[config.mk]
export PLATFORM = sky130hd
export DESIGN_NAME = csmf_fabric
export DESIGN_NICKNAME = d
export VERILOG_FILES = /design/src/csmf_pkg.sv /design/src/csmf_fabric.sv
export SDC_FILE = /design/constraint.sdc
export NUM_CORES = 1
export LEC_CHECK = 0
export BUFFER_PORTS_ARGS = -buffer_cell sky130_fd_sc_hd__buf_2
export CAP_MARGIN = 20
export CORE_MARGIN = 5
export CORE_UTILIZATION = 35
export DETAILED_ROUTE_END_ITERATION = 8
export PLACE_DENSITY = 0.6
export SLEW_MARGIN = 10
export SYNTH_ARGS = -nofsm -noshare
export SYNTH_HDL_FRONTEND = slang
export SYNTH_SLANG_ARGS = --single-unit
[constraint.sdc]
create_clock -name CLK -period 17.55 [get_ports CLK]
set_clock_uncertainty 0.1 [all_clocks]
set_input_delay 3.51 -clock CLK [delete_from_list [all_inputs] [get_ports CLK]]
set_output_delay 3.51 -clock CLK [all_outputs]
set_load 0.005 [all_outputs]
[src/csmf_pkg.sv]
// Constants, register map and carrier types for the macrocell fabric.
// Assumes a 32-bit APB master and a 250 MHz system clock.
package csmf_pkg;
   localparam int N_IO = 12;
   localparam int N_HID = 4;
   localparam int N_ST = 16;
   localparam int N_DED = 12;
   localparam int N_PAIR = 6;
   localparam int N_CKP = 3;
   // Synchroniser vector layout: dedicated, io, oe pin, clock pins
   localparam int SY_DED = 0;
   localparam int SY_IO = 12;
   localparam int SY_OE = 24;
   localparam int SY_CK = 25;
   localparam int N_SY = 28;
   // Clock pin indices within the clock group
   localparam int CKP_FIRST = 0;
   localparam int CKP_SECOND = 1;
   localparam int CKP_THIRD = 2;
   // APB byte addresses
   localparam logic [7:0] A_CTRL = 8'h00;
   localparam logic [7:0] A_OE_SEL = 8'h04;
   localparam logic [7:0] A_FB_SEL = 8'h08;
   localparam logic [7:0] A_IO_CLK_SEL = 8'h0C;
   localparam logic [7:0] A_IO_BYPASS = 8'h10;
   localparam logic [7:0] A_OUT_BYPASS = 8'h14;
   localparam logic [7:0] A_ST_CLK_SEL = 8'h18;
   localparam logic [7:0] A_DED_CLK_SEL = 8'h1C;
   localparam logic [7:0] A_DED_BYPASS = 8'h20;
   localparam logic [7:0] A_CLK_SRC = 8'h24;
   localparam logic [7:0] A_PAIR_SEL = 8'h28;
   localparam logic [7:0] A_REG_KIND = 8'h2C;
   localparam logic [7:0] A_STATE = 8'h30;
   localparam logic [7:0] A_IN_STAT = 8'h34;
   // Field positions
   localparam int F_RUN = 0;
   localparam int F_ICK2_SRC = 0;
   localparam int F_ICK1_SRC = 1;
   localparam int F_SCK2_SRC = 2;
   localparam int F_IN_STAT_IO = 16;
   localparam int KIND_W = 2;

   typedef enum logic [1:0] {
      CSMF_D = 2'h0,
      CSMF_T = 2'h1,
      CSMF_JK = 2'h2,
      CSMF_RS = 2'h3
   } csmf_kind_t;

   // Unprogrammed state of every bit is zero
   typedef struct packed {
      logic [N_IO-1:0] oe_source_select;
      logic [N_IO-1:0] feedback_source_select;
      logic [N_IO-1:0] io_input_clock_select;
      logic [N_IO-1:0] io_input_bypass;
      logic [N_IO-1:0] output_register_bypass;
      logic [N_ST-1:0] state_clock_select;
      logic [N_DED-1:0] dedicated_input_clock_select;
      logic [N_DED-1:0] dedicated_input_bypass;
      logic input_clock_two_source;
      logic input_clock_one_source;
      logic state_clock_two_source;
      logic [N_PAIR-1:0] pair_input_select;
      logic [N_ST*KIND_W-1:0] reg_kind;
   } csmf_cfg_t;

   localparam csmf_cfg_t CFG_RESET = '0;
endpackage

[src/csmf_fabric.sv]
// Macrocell fabric: I/O, hidden and dedicated input cells with APB config.
// Assumes the product-term array sits outside and is combinational.
//
// How it works
// - Each I/O cell takes its output enable from its product term at 0 and from the common enable pin at 1.
// - Feedback select 0 returns the state register to the array, 1 returns the cell's input path.
// - Each I/O input register runs on input clock one at select 0 and input clock two at 1.
// - The I/O input bypass feeds the feedback mux from the input register at 0 and the raw pin at 1.
// - Output bypass 0 drives the pin from the state register, 1 straight from the array.
// - Each of the sixteen state registers runs on state clock one at 0 and state clock two at 1.
// - Each dedicated input register runs on input clock one at 0 and input clock two at 1.
// - Each dedicated input shows its register at bypass 0 and the raw pin at bypass 1.
// - Input clock two comes from the second clock pin at 0 and the third at 1.
// - Input clock one comes from the second clock pin at 0 and the first at 1.
// - State clock two is held low at source 0 and follows the third clock pin at 1.
// - Each cell pair feeds the shared array input from member A at 0 and member B at 1.
// - A synchronous product-term reset and set act on all state registers, reset first.
// - Four pinless hidden state registers exist and any I/O state register can be hidden.
// - Each state register works as a D, T, JK or RS element by its kind field.
//
// The APB interface to the registers and the register addresses were left to the implementer.
`timescale 1ns/1ps
module csmf_fabric
   import csmf_pkg::*;
(
   input wire logic CLK,
   input wire logic RST,
   input wire logic PSEL,
   input wire logic PENABLE,
   input wire logic PWRITE,
   input wire logic [7:0] PADDR,
   input wire logic [31:0] PWDATA,
   output logic [31:0] PRDATA,
   output logic PREADY,
   output logic PSLVERR,
   input wire logic [N_CKP-1:0] CLK_PIN_IN,
   input wire logic OE_PIN_IN,
   input wire logic [N_DED-1:0] DED_PIN_IN,
   input wire logic [N_IO-1:0] IO_IN,
   output logic [N_IO-1:0] IO_OUT,
   output logic [N_IO-1:0] IO_OE,
   input wire logic [N_ST-1:0] ARRAY_D,
   input wire logic [N_ST-1:0] ARRAY_K,
   input wire logic [N_IO-1:0] ARRAY_OE,
   input wire logic ARRAY_SET,
   input wire logic ARRAY_RST,
   output logic [N_ST-1:0] ARRAY_FB,
   output logic [N_DED-1:0] ARRAY_DED,
   output logic [N_PAIR-1:0] ARRAY_PAIR
);
   csmf_cfg_t cfg_r;
   logic run_r;
   logic [N_SY-1:0] sy1_r, sy2_r, sy3_r, pin_r;
   logic [N_CKP-1:0] ckp;
   logic ick1, ick2, sck1, sck2;
   logic ick1_q_r, ick2_q_r, sck1_q_r, sck2_q_r;
   logic ick1_rise, ick2_rise, sck1_rise, sck2_rise;
   logic [N_DED-1:0] ded_pin, ded_q_r;
   logic [N_IO-1:0] io_pin, io_q_r, io_path;
   logic oe_pin;
   logic [N_ST-1:0] state_r;
   logic setup, access, wr_ok, addr_ok;
   logic [31:0] rd_nxt;

   // Pins reach the clock domain through three flops; a level counts
   // only once the second and third agree, which rejects one-cycle glitches
   always_ff @(posedge CLK or posedge RST) begin
      if (RST) begin
         sy1_r <= '0;
         sy2_r <= '0;
         sy3_r <= '0;
         pin_r <= '0;
      end else begin
         sy1_r <= {CLK_PIN_IN, OE_PIN_IN, IO_IN, DED_PIN_IN};
         sy2_r <= sy1_r;
         sy3_r <= sy2_r;
         pin_r <= (sy2_r & sy3_r) | (pin_r & (sy2_r ^ sy3_r));
      end
   end

   assign ded_pin = pin_r[SY_DED +: N_DED];
   assign io_pin = pin_r[SY_IO +: N_IO];
   assign oe_pin = pin_r[SY_OE];
   assign ckp = pin_r[SY_CK +: N_CKP];

   assign ick1 = cfg_r.input_clock_one_source ? ckp[CKP_FIRST]
                                              : ckp[CKP_SECOND];
   assign ick2 = cfg_r.input_clock_two_source ? ckp[CKP_THIRD]
                                              : ckp[CKP_SECOND];
   assign sck1 = ckp[CKP_FIRST];
   assign sck2 = cfg_r.state_clock_two_source & ckp[CKP_THIRD];

   // Pin clocks become edge strobes; the fabric itself stays on CLK
   always_ff @(posedge CLK or posedge RST) begin
      if (RST) begin
         ick1_q_r <= 1'b0;
         ick2_q_r <= 1'b0;
         sck1_q_r <= 1'b0;
         sck2_q_r <= 1'b0;
      end else begin
         ick1_q_r <= ick1;
         ick2_q_r <= ick2;
         sck1_q_r <= sck1;
         sck2_q_r <= sck2;
      end
   end

   assign ick1_rise = run_r & ick1 & ~ick1_q_r;
   assign ick2_rise = run_r & ick2 & ~ick2_q_r;
   assign sck1_rise = run_r & sck1 & ~sck1_q_r;
   assign sck2_rise = run_r & sck2 & ~sck2_q_r;

   genvar g;
   generate
      for (g = 0; g < N_DED; g++) begin : g_ded
         always_ff @(posedge CLK or posedge RST) begin
            if (RST) begin
               ded_q_r[g] <= 1'b0;
            end else if (cfg_r.dedicated_input_clock_select[g] ? ick2_rise
                                                                : ick1_rise) begin
               ded_q_r[g] <= ded_pin[g];
            end
         end
         assign ARRAY_DED[g] = cfg_r.dedicated_input_bypass[g] ? ded_pin[g]
                                                              : ded_q_r[g];
      end

      for (g = 0; g < N_IO; g++) begin : g_io
         always_ff @(posedge CLK or posedge RST) begin
            if (RST) begin
               io_q_r[g] <= 1'b0;
            end else if (cfg_r.io_input_clock_select[g] ? ick2_rise
                                                         : ick1_rise) begin
               io_q_r[g] <= io_pin[g];
            end
         end
         assign io_path[g] = cfg_r.io_input_bypass[g] ? io_pin[g] : io_q_r[g];
         assign ARRAY_FB[g] = cfg_r.feedback_source_select[g] ? io_path[g]
                                                              : state_r[g];
         assign IO_OUT[g] = cfg_r.output_register_bypass[g] ? ARRAY_D[g]
                                                            : state_r[g];
         // at oe source select 0, a low enable term hides the state register from its pin
         assign IO_OE[g] = cfg_r.oe_source_select[g] ? oe_pin : ARRAY_OE[g];
      end

      for (g = 0; g < N_PAIR; g++) begin : g_pair
         assign ARRAY_PAIR[g] = cfg_r.pair_input_select[g] ? io_path[2*g+1]
                                                           : io_path[2*g];
      end

      for (g = 0; g < N_ST; g++) begin : g_st
         csmf_kind_t kind;
         assign kind = csmf_kind_t'(cfg_r.reg_kind[g*KIND_W +: KIND_W]);
         // hidden cells feed back their state only
         if (g >= N_IO) begin : g_hid
            assign ARRAY_FB[g] = state_r[g];
         end
         always_ff @(posedge CLK or posedge RST) begin
            if (RST) begin
               state_r[g] <= 1'b0;
            end else if (cfg_r.state_clock_select[g] ? sck2_rise
                                                     : sck1_rise) begin
               if (ARRAY_RST) begin
                  state_r[g] <= 1'b0;
               end else if (ARRAY_SET) begin
                  state_r[g] <= 1'b1;
               end else begin
                  case (kind)
                     CSMF_D: state_r[g] <= ARRAY_D[g];
                     CSMF_T: state_r[g] <= state_r[g] ^ ARRAY_D[g];
                     CSMF_JK: state_r[g] <= (ARRAY_D[g] & ~state_r[g]) |
                                            (~ARRAY_K[g] & state_r[g]);
                     // Both high on RS is illegal; reset is kept
                     CSMF_RS: state_r[g] <= ~ARRAY_K[g] &
                                            (ARRAY_D[g] | state_r[g]);
                     default: state_r[g] <= state_r[g];
                  endcase
               end
            end
         end
      end
   endgenerate

   // APB slave: zero wait states, read data captured in the setup cycle
   assign setup = PSEL & ~PENABLE;
   assign access = PSEL & PENABLE;
   assign PREADY = 1'b1;

   always_comb begin
      rd_nxt = '0;
      addr_ok = 1'b1;
      case (PADDR)
         A_CTRL: rd_nxt[F_RUN] = run_r;
         A_OE_SEL: rd_nxt[N_IO-1:0] = cfg_r.oe_source_select;
         A_FB_SEL: rd_nxt[N_IO-1:0] = cfg_r.feedback_source_select;
         A_IO_CLK_SEL: rd_nxt[N_IO-1:0] = cfg_r.io_input_clock_select;
         A_IO_BYPASS: rd_nxt[N_IO-1:0] = cfg_r.io_input_bypass;
         A_OUT_BYPASS: rd_nxt[N_IO-1:0] = cfg_r.output_register_bypass;
         A_ST_CLK_SEL: rd_nxt[N_ST-1:0] = cfg_r.state_clock_select;
         A_DED_CLK_SEL: rd_nxt[N_DED-1:0] =
            cfg_r.dedicated_input_clock_select;
         A_DED_BYPASS: rd_nxt[N_DED-1:0] = cfg_r.dedicated_input_bypass;
         A_CLK_SRC: begin
            rd_nxt[F_ICK2_SRC] = cfg_r.input_clock_two_source;
            rd_nxt[F_ICK1_SRC] = cfg_r.input_clock_one_source;
            rd_nxt[F_SCK2_SRC] = cfg_r.state_clock_two_source;
         end
         A_PAIR_SEL: rd_nxt[N_PAIR-1:0] = cfg_r.pair_input_select;
         A_REG_KIND: rd_nxt = cfg_r.reg_kind;
         A_STATE: rd_nxt[N_ST-1:0] = state_r;
         A_IN_STAT: begin
            rd_nxt[N_DED-1:0] = ded_q_r;
            rd_nxt[F_IN_STAT_IO +: N_IO] = io_q_r;
         end
         default: addr_ok = 1'b0;
      endcase
   end

   // config writes refused while the fabric runs
   assign wr_ok = addr_ok & (PADDR == A_CTRL |
                  (~run_r & PADDR != A_STATE & PADDR != A_IN_STAT));
   assign PSLVERR = access & (PWRITE ? ~wr_ok : ~addr_ok);

   always_ff @(posedge CLK or posedge RST) begin
      if (RST) begin
         PRDATA <= '0;
      end else if (setup) begin
         PRDATA <= rd_nxt;
      end
   end

   always_ff @(posedge CLK or posedge RST) begin
      if (RST) begin
         cfg_r <= CFG_RESET;
         run_r <= 1'b0;
      end else if (access & PWRITE & wr_ok) begin
         case (PADDR)
            A_CTRL: run_r <= PWDATA[F_RUN];
            A_OE_SEL: cfg_r.oe_source_select <= PWDATA[N_IO-1:0];
            A_FB_SEL: cfg_r.feedback_source_select <= PWDATA[N_IO-1:0];
            A_IO_CLK_SEL: cfg_r.io_input_clock_select <= PWDATA[N_IO-1:0];
            A_IO_BYPASS: cfg_r.io_input_bypass <= PWDATA[N_IO-1:0];
            A_OUT_BYPASS: cfg_r.output_register_bypass <= PWDATA[N_IO-1:0];
            A_ST_CLK_SEL: cfg_r.state_clock_select <= PWDATA[N_ST-1:0];
            A_DED_CLK_SEL: cfg_r.dedicated_input_clock_select <=
               PWDATA[N_DED-1:0];
            A_DED_BYPASS: cfg_r.dedicated_input_bypass <= PWDATA[N_DED-1:0];
            A_CLK_SRC: begin
               cfg_r.input_clock_two_source <= PWDATA[F_ICK2_SRC];
               cfg_r.input_clock_one_source <= PWDATA[F_ICK1_SRC];
               cfg_r.state_clock_two_source <= PWDATA[F_SCK2_SRC];
            end
            A_PAIR_SEL: cfg_r.pair_input_select <= PWDATA[N_PAIR-1:0];
            A_REG_KIND: cfg_r.reg_kind <= PWDATA;
            default: run_r <= run_r;
         endcase
      end
   end

   oe_source_a: assert property (@(posedge CLK) disable iff (RST)
      IO_OE[0] == (cfg_r.oe_source_select[0] ? oe_pin : ARRAY_OE[0]))
      else $error("output enable source wrong");
   feedback_mux_a: assert property (@(posedge CLK) disable iff (RST)
      !cfg_r.feedback_source_select[0] |-> ARRAY_FB[0] == state_r[0])
      else $error("feedback not from state register");
   io_clock_a: assert property (@(posedge CLK) disable iff (RST)
      (ick2_rise && cfg_r.io_input_clock_select[0])
      |=> io_q_r[0] == $past(io_pin[0]))
      else $error("io input register missed clock two");
   io_bypass_a: assert property (@(posedge CLK) disable iff (RST)
      (cfg_r.io_input_bypass[0] && cfg_r.feedback_source_select[0])
      |-> ARRAY_FB[0] == io_pin[0])
      else $error("io bypass not taken");
   out_bypass_a: assert property (@(posedge CLK) disable iff (RST)
      cfg_r.output_register_bypass[1] |-> IO_OUT[1] == ARRAY_D[1])
      else $error("output bypass not combinational");
   state_reset_a: assert property (@(posedge CLK) disable iff (RST)
      ((cfg_r.state_clock_select[0] ? sck2_rise : sck1_rise) && ARRAY_RST)
      |=> state_r[0] == 1'b0)
      else $error("sync reset ignored");
   ded_clock_a: assert property (@(posedge CLK) disable iff (RST)
      (ick1_rise && !cfg_r.dedicated_input_clock_select[0])
      |=> ded_q_r[0] == $past(ded_pin[0]))
      else $error("dedicated register missed clock one");
   ded_bypass_a: assert property (@(posedge CLK) disable iff (RST)
      !cfg_r.dedicated_input_bypass[0] |-> ARRAY_DED[0] == ded_q_r[0])
      else $error("dedicated input not registered");
   state_clock_two_ground_a: assert property (@(posedge CLK) disable iff (RST)
      !cfg_r.state_clock_two_source |-> !sck2_rise)
      else $error("state clock two toggled while grounded");
   cfg_static_a: assert property (@(posedge CLK) disable iff (RST)
      run_r ##1 run_r |-> $stable(cfg_r))
      else $error("configuration changed while running");
   st_hold_a: assert property (@(posedge CLK) disable iff (RST)
      !(cfg_r.state_clock_select[0] ? sck2_rise : sck1_rise)
      |=> $stable(state_r[0]))
      else $error("state register moved without its clock");
   pair_select_a: assert property (@(posedge CLK) disable iff (RST)
      cfg_r.pair_input_select[0] |-> ARRAY_PAIR[0] == io_path[1])
      else $error("pair input not from member B");
   ick1_source_a: assert property (@(posedge CLK) disable iff (RST)
      cfg_r.input_clock_one_source |-> ick1 == ckp[CKP_FIRST])
      else $error("input clock one not from first pin");
endmodule

==> impl_results.md <==
* DR pass1 iterations at 5
* Worst R2R End: cfg_r[58]
* Max-slew violation count at 0
* TNS Setup at 0 ns
* Grt total ovfl at 0
* Tot Pwr at 1.78 mW
* Grt met3 use at 3.79%
* Worst hold stages at 0
* Area delta synth->final at 19.1%
* Leakage at 8.86 nW
* Hold WS at 0.246 ns
* Synth top area cells: dfrtp_1, mux2_2, ha_1, mux2_4, mux2i_1
* First-pass GRT wire length at 74700 um
* Power per cell area at 96.5 nW/um^2
* #FFs+latches synth at 330
* CTS tree: done
* CP Max Fanout at 39
* Hold_sp: sy1_r[0]
* Post-synth EDFFs at 0
* Number of global-route vias before repair at 11300
* Setup bufs post-CTS at 0
* RSZ-0062 raised after global routing: false
* RD Place Congestion at 0.895
* Most common cell after layout, fill and taps aside: dfrtp_1
* Die H at 220 um
* Vias at 11300
* Area fraction of the dominant cell type after synthesis at 53.4%
* I/O Pins at 211
* Final hold violations at 0
* Effective utilization at floorplan at 35.2%
* CP arrival at 5.87 ns
* DR vias/cell at 5.39
* Final wirelength at 50200 um
* Gr busiest metal: met2
* Worst setup margin at 8.07 ns
* Post-synthesis sequential area ratio at 53.4%
* Reg2reg setup slack at 14.41 ns
* Final Cell Area at 18400 sq um
* Met1 usage in global routing at 30.8%
* CP endpoint kind: output port
* Final period util at 54.0%
* Placed cell area at 17100 sq um
* Area of the die at 48400 sq um
* Initial DRC count at 909
* Post_cts resized at 0
* Dpl ws at 8.14 ns
* DRT antenna net count at 0
* HP Class: flip-flop to flip-flop
* Antenna violations before repair at 3
* Minimum clock period at 9.48 ns
* Clock Sink Count at 330
* Post-synthesis cell type count at 62
* Finish-stage setup viols at 0
* Final core occ at 41.9%
* Root buffer cell: clkbuf_16
* Rows at 77
* R2R cell count at 4
* Layout cell share with drive strength beyond 1 at 33.8%
* Fmax achieved at 105 MHz
* Critical path type: primary input to output port
* Yosys warns at 0
* Global routing usage on met2 at 31.5%
* CP startpoint kind: primary input
* Worst Hold Path EP: sy2_r[0]
* Worst Path Buf+Inv at 3
* Worst path max stage delay at 0.91 ns
* Max-Cap Viols at 0
* Core area at 43900 sq um
* Wirelength per Cell at 23.9 um
* # placed instances at 2035
* Syn_nets at 1444
* CP required at 13.94 ns
* Slew Limit Headroom at 33.0%
* DP HPWL at 36400 um
* Finished Layout Cells at 2104
* Largest net degree at the start of global routing at 126
* Clk Latency, worst-skew pair at 0.55 ns
* Post-synth top area cell: dfrtp_1
* Port buffer count at 209
* Commonest cells after routing, fill and taps aside: dfrtp_1, buf_2, mux2_2
* Total CTS buffers at 37
* Worst path depth at 7
* Chip Width at 220 um
* CTS max path bufs at 3
* Slew @ Worst Pin at 1.00 ns
* Status: completed
* GR Util All Layers at 20.7%
* Top FF cell, synth: dfrtp_1
* H-tree depth at 2
* Syn avg cell area at 12.1 sq um
* Syn Inst Count at 1281
* Worst r2r src: run_r
* Peak supply drop at 53.6 uV
* Crit-path slowest cell: nor4bb_1
* CP dominant cell by count: buf_2
* Clk slew on worst S/H paths at 0.06 ns
* DRC at 0
* CTS Hold Buffers Added at 0
* Ys async rst share at 100%
* Mapped Area at 15400 sq um
* CP top delay family: simple AND/OR/NAND/NOR gates
* Nets at 1647
* Crit-path cells: buf_2 -> buf_4 -> nor4bb_1 -> a21o_1 -> nand3_1 -> a41oi_1 -> buf_2
[cell type report]
type | instances | area (sq um)
Fill cell | 4251 | 25500
Sequential cell | 330 | 8260
Multi-Input combinational cell | 840 | 6730
Timing Repair Buffer | 232 | 1250
Clock buffer | 57 | 1130
Tap cell | 592 | 741
Inverter | 43 | 169
Clock inverter | 9 | 124
Antenna cell | 1 | 2.50
[flip-flops by register name, summed over array words and instances (netlist names), 12 cells and up]
signal,cells
ded_q_r,12
PRDATA,32
sy1_r,28
io_q_r,12
sy3_r,28
sy2_r,28
cfg_r,141
state_r,12
pin_r,28
[per-layer routing]
metal  up-vias  part of all wire (%)
li1       5091                     -
met1      5765                    47
met2       399                    45
met3        76                   6.4
met4         6                   1.9
met5         -                 0.076
[kinds of logic (layout without fill, tap and decap cells)]
group	after synthesis	count (layout)	share of synthesized area, %
multiplexers	258	258	19.5
flip-flops	330	330	53.4
buffers and inverters	111	341	3.21
AND/OR/NAND/NOR	265	265	8.63
other	1	2	0.0243
adder cells (fa/ha/maj)	44	44	3.56
AO/OA/AOI/OAI	272	272	11.7
[synthesized netlist by cell type, types with 2 or more instances]
library cell  instances
or3_1                 4
a41oi_1               2
nand3b_1             15
nor4bb_1             11
o21a_1               10
a221oi_1             12
nand2_1              92
nor3b_1               2
mux4_2                4
nand2_2               2
nand3_1              19
mux2i_1              45
nor4b_1               2
mux2_2              171
inv_1                43
dfrtp_1             330
mux2_1                8
buf_2                12
a22oi_1              28
a2111oi_0            13
nor2_1               78
clkbuf_1             39
ha_1                 44
a21oi_1              36
and3b_1               2
a31oi_1               4
nor3_1               13
nor4_1                2
o22ai_1               8
a21o_1               34
a211oi_1             11
o2bb2ai_1             4
nand3_2               4
mux2_4               30
o21ai_0              83
and3_1                2
buf_4                 5
nor4b_2               2
buf_6                 6
nor2b_1               6
a32oi_1               6
buf_1                 6
a22o_1                6
a311oi_1              7
[where the power goes]
group          internal [mW]  leakage (nW)  switching (mW)  total, mW
sequential             0.795          4.31          0.0351      0.830
clock                  0.489         0.622           0.314      0.802
combinational         0.0611          3.92          0.0833      0.144
total                   1.34          8.86           0.432       1.78
[worst register-to-register path, delay by kind of cell (launching register included)]
family | cells | cell delay [ns]
multiplexers | 1 | 0.57
AND/OR/NAND/NOR | 1 | 0.88
flip-flops | 1 | 0.51
AO/OA/AOI/OAI | 2 | 0.96
[worst max path at each step]
stage | start | to | slack, ns
finish | PADDR[5] | PSLVERR | 8.07
global route | PADDR[5] | PSLVERR | 7.97
CTS | PADDR[5] | PSLVERR | 8.13
detailed placement | PADDR[5] | PSLVERR | 8.14
global placement | PADDR[5] | PSLVERR | 8.26
floorplan | RST | ARRAY_FB[12] | 4.80
No activity file was read; power rests on OpenSTA's default activity.
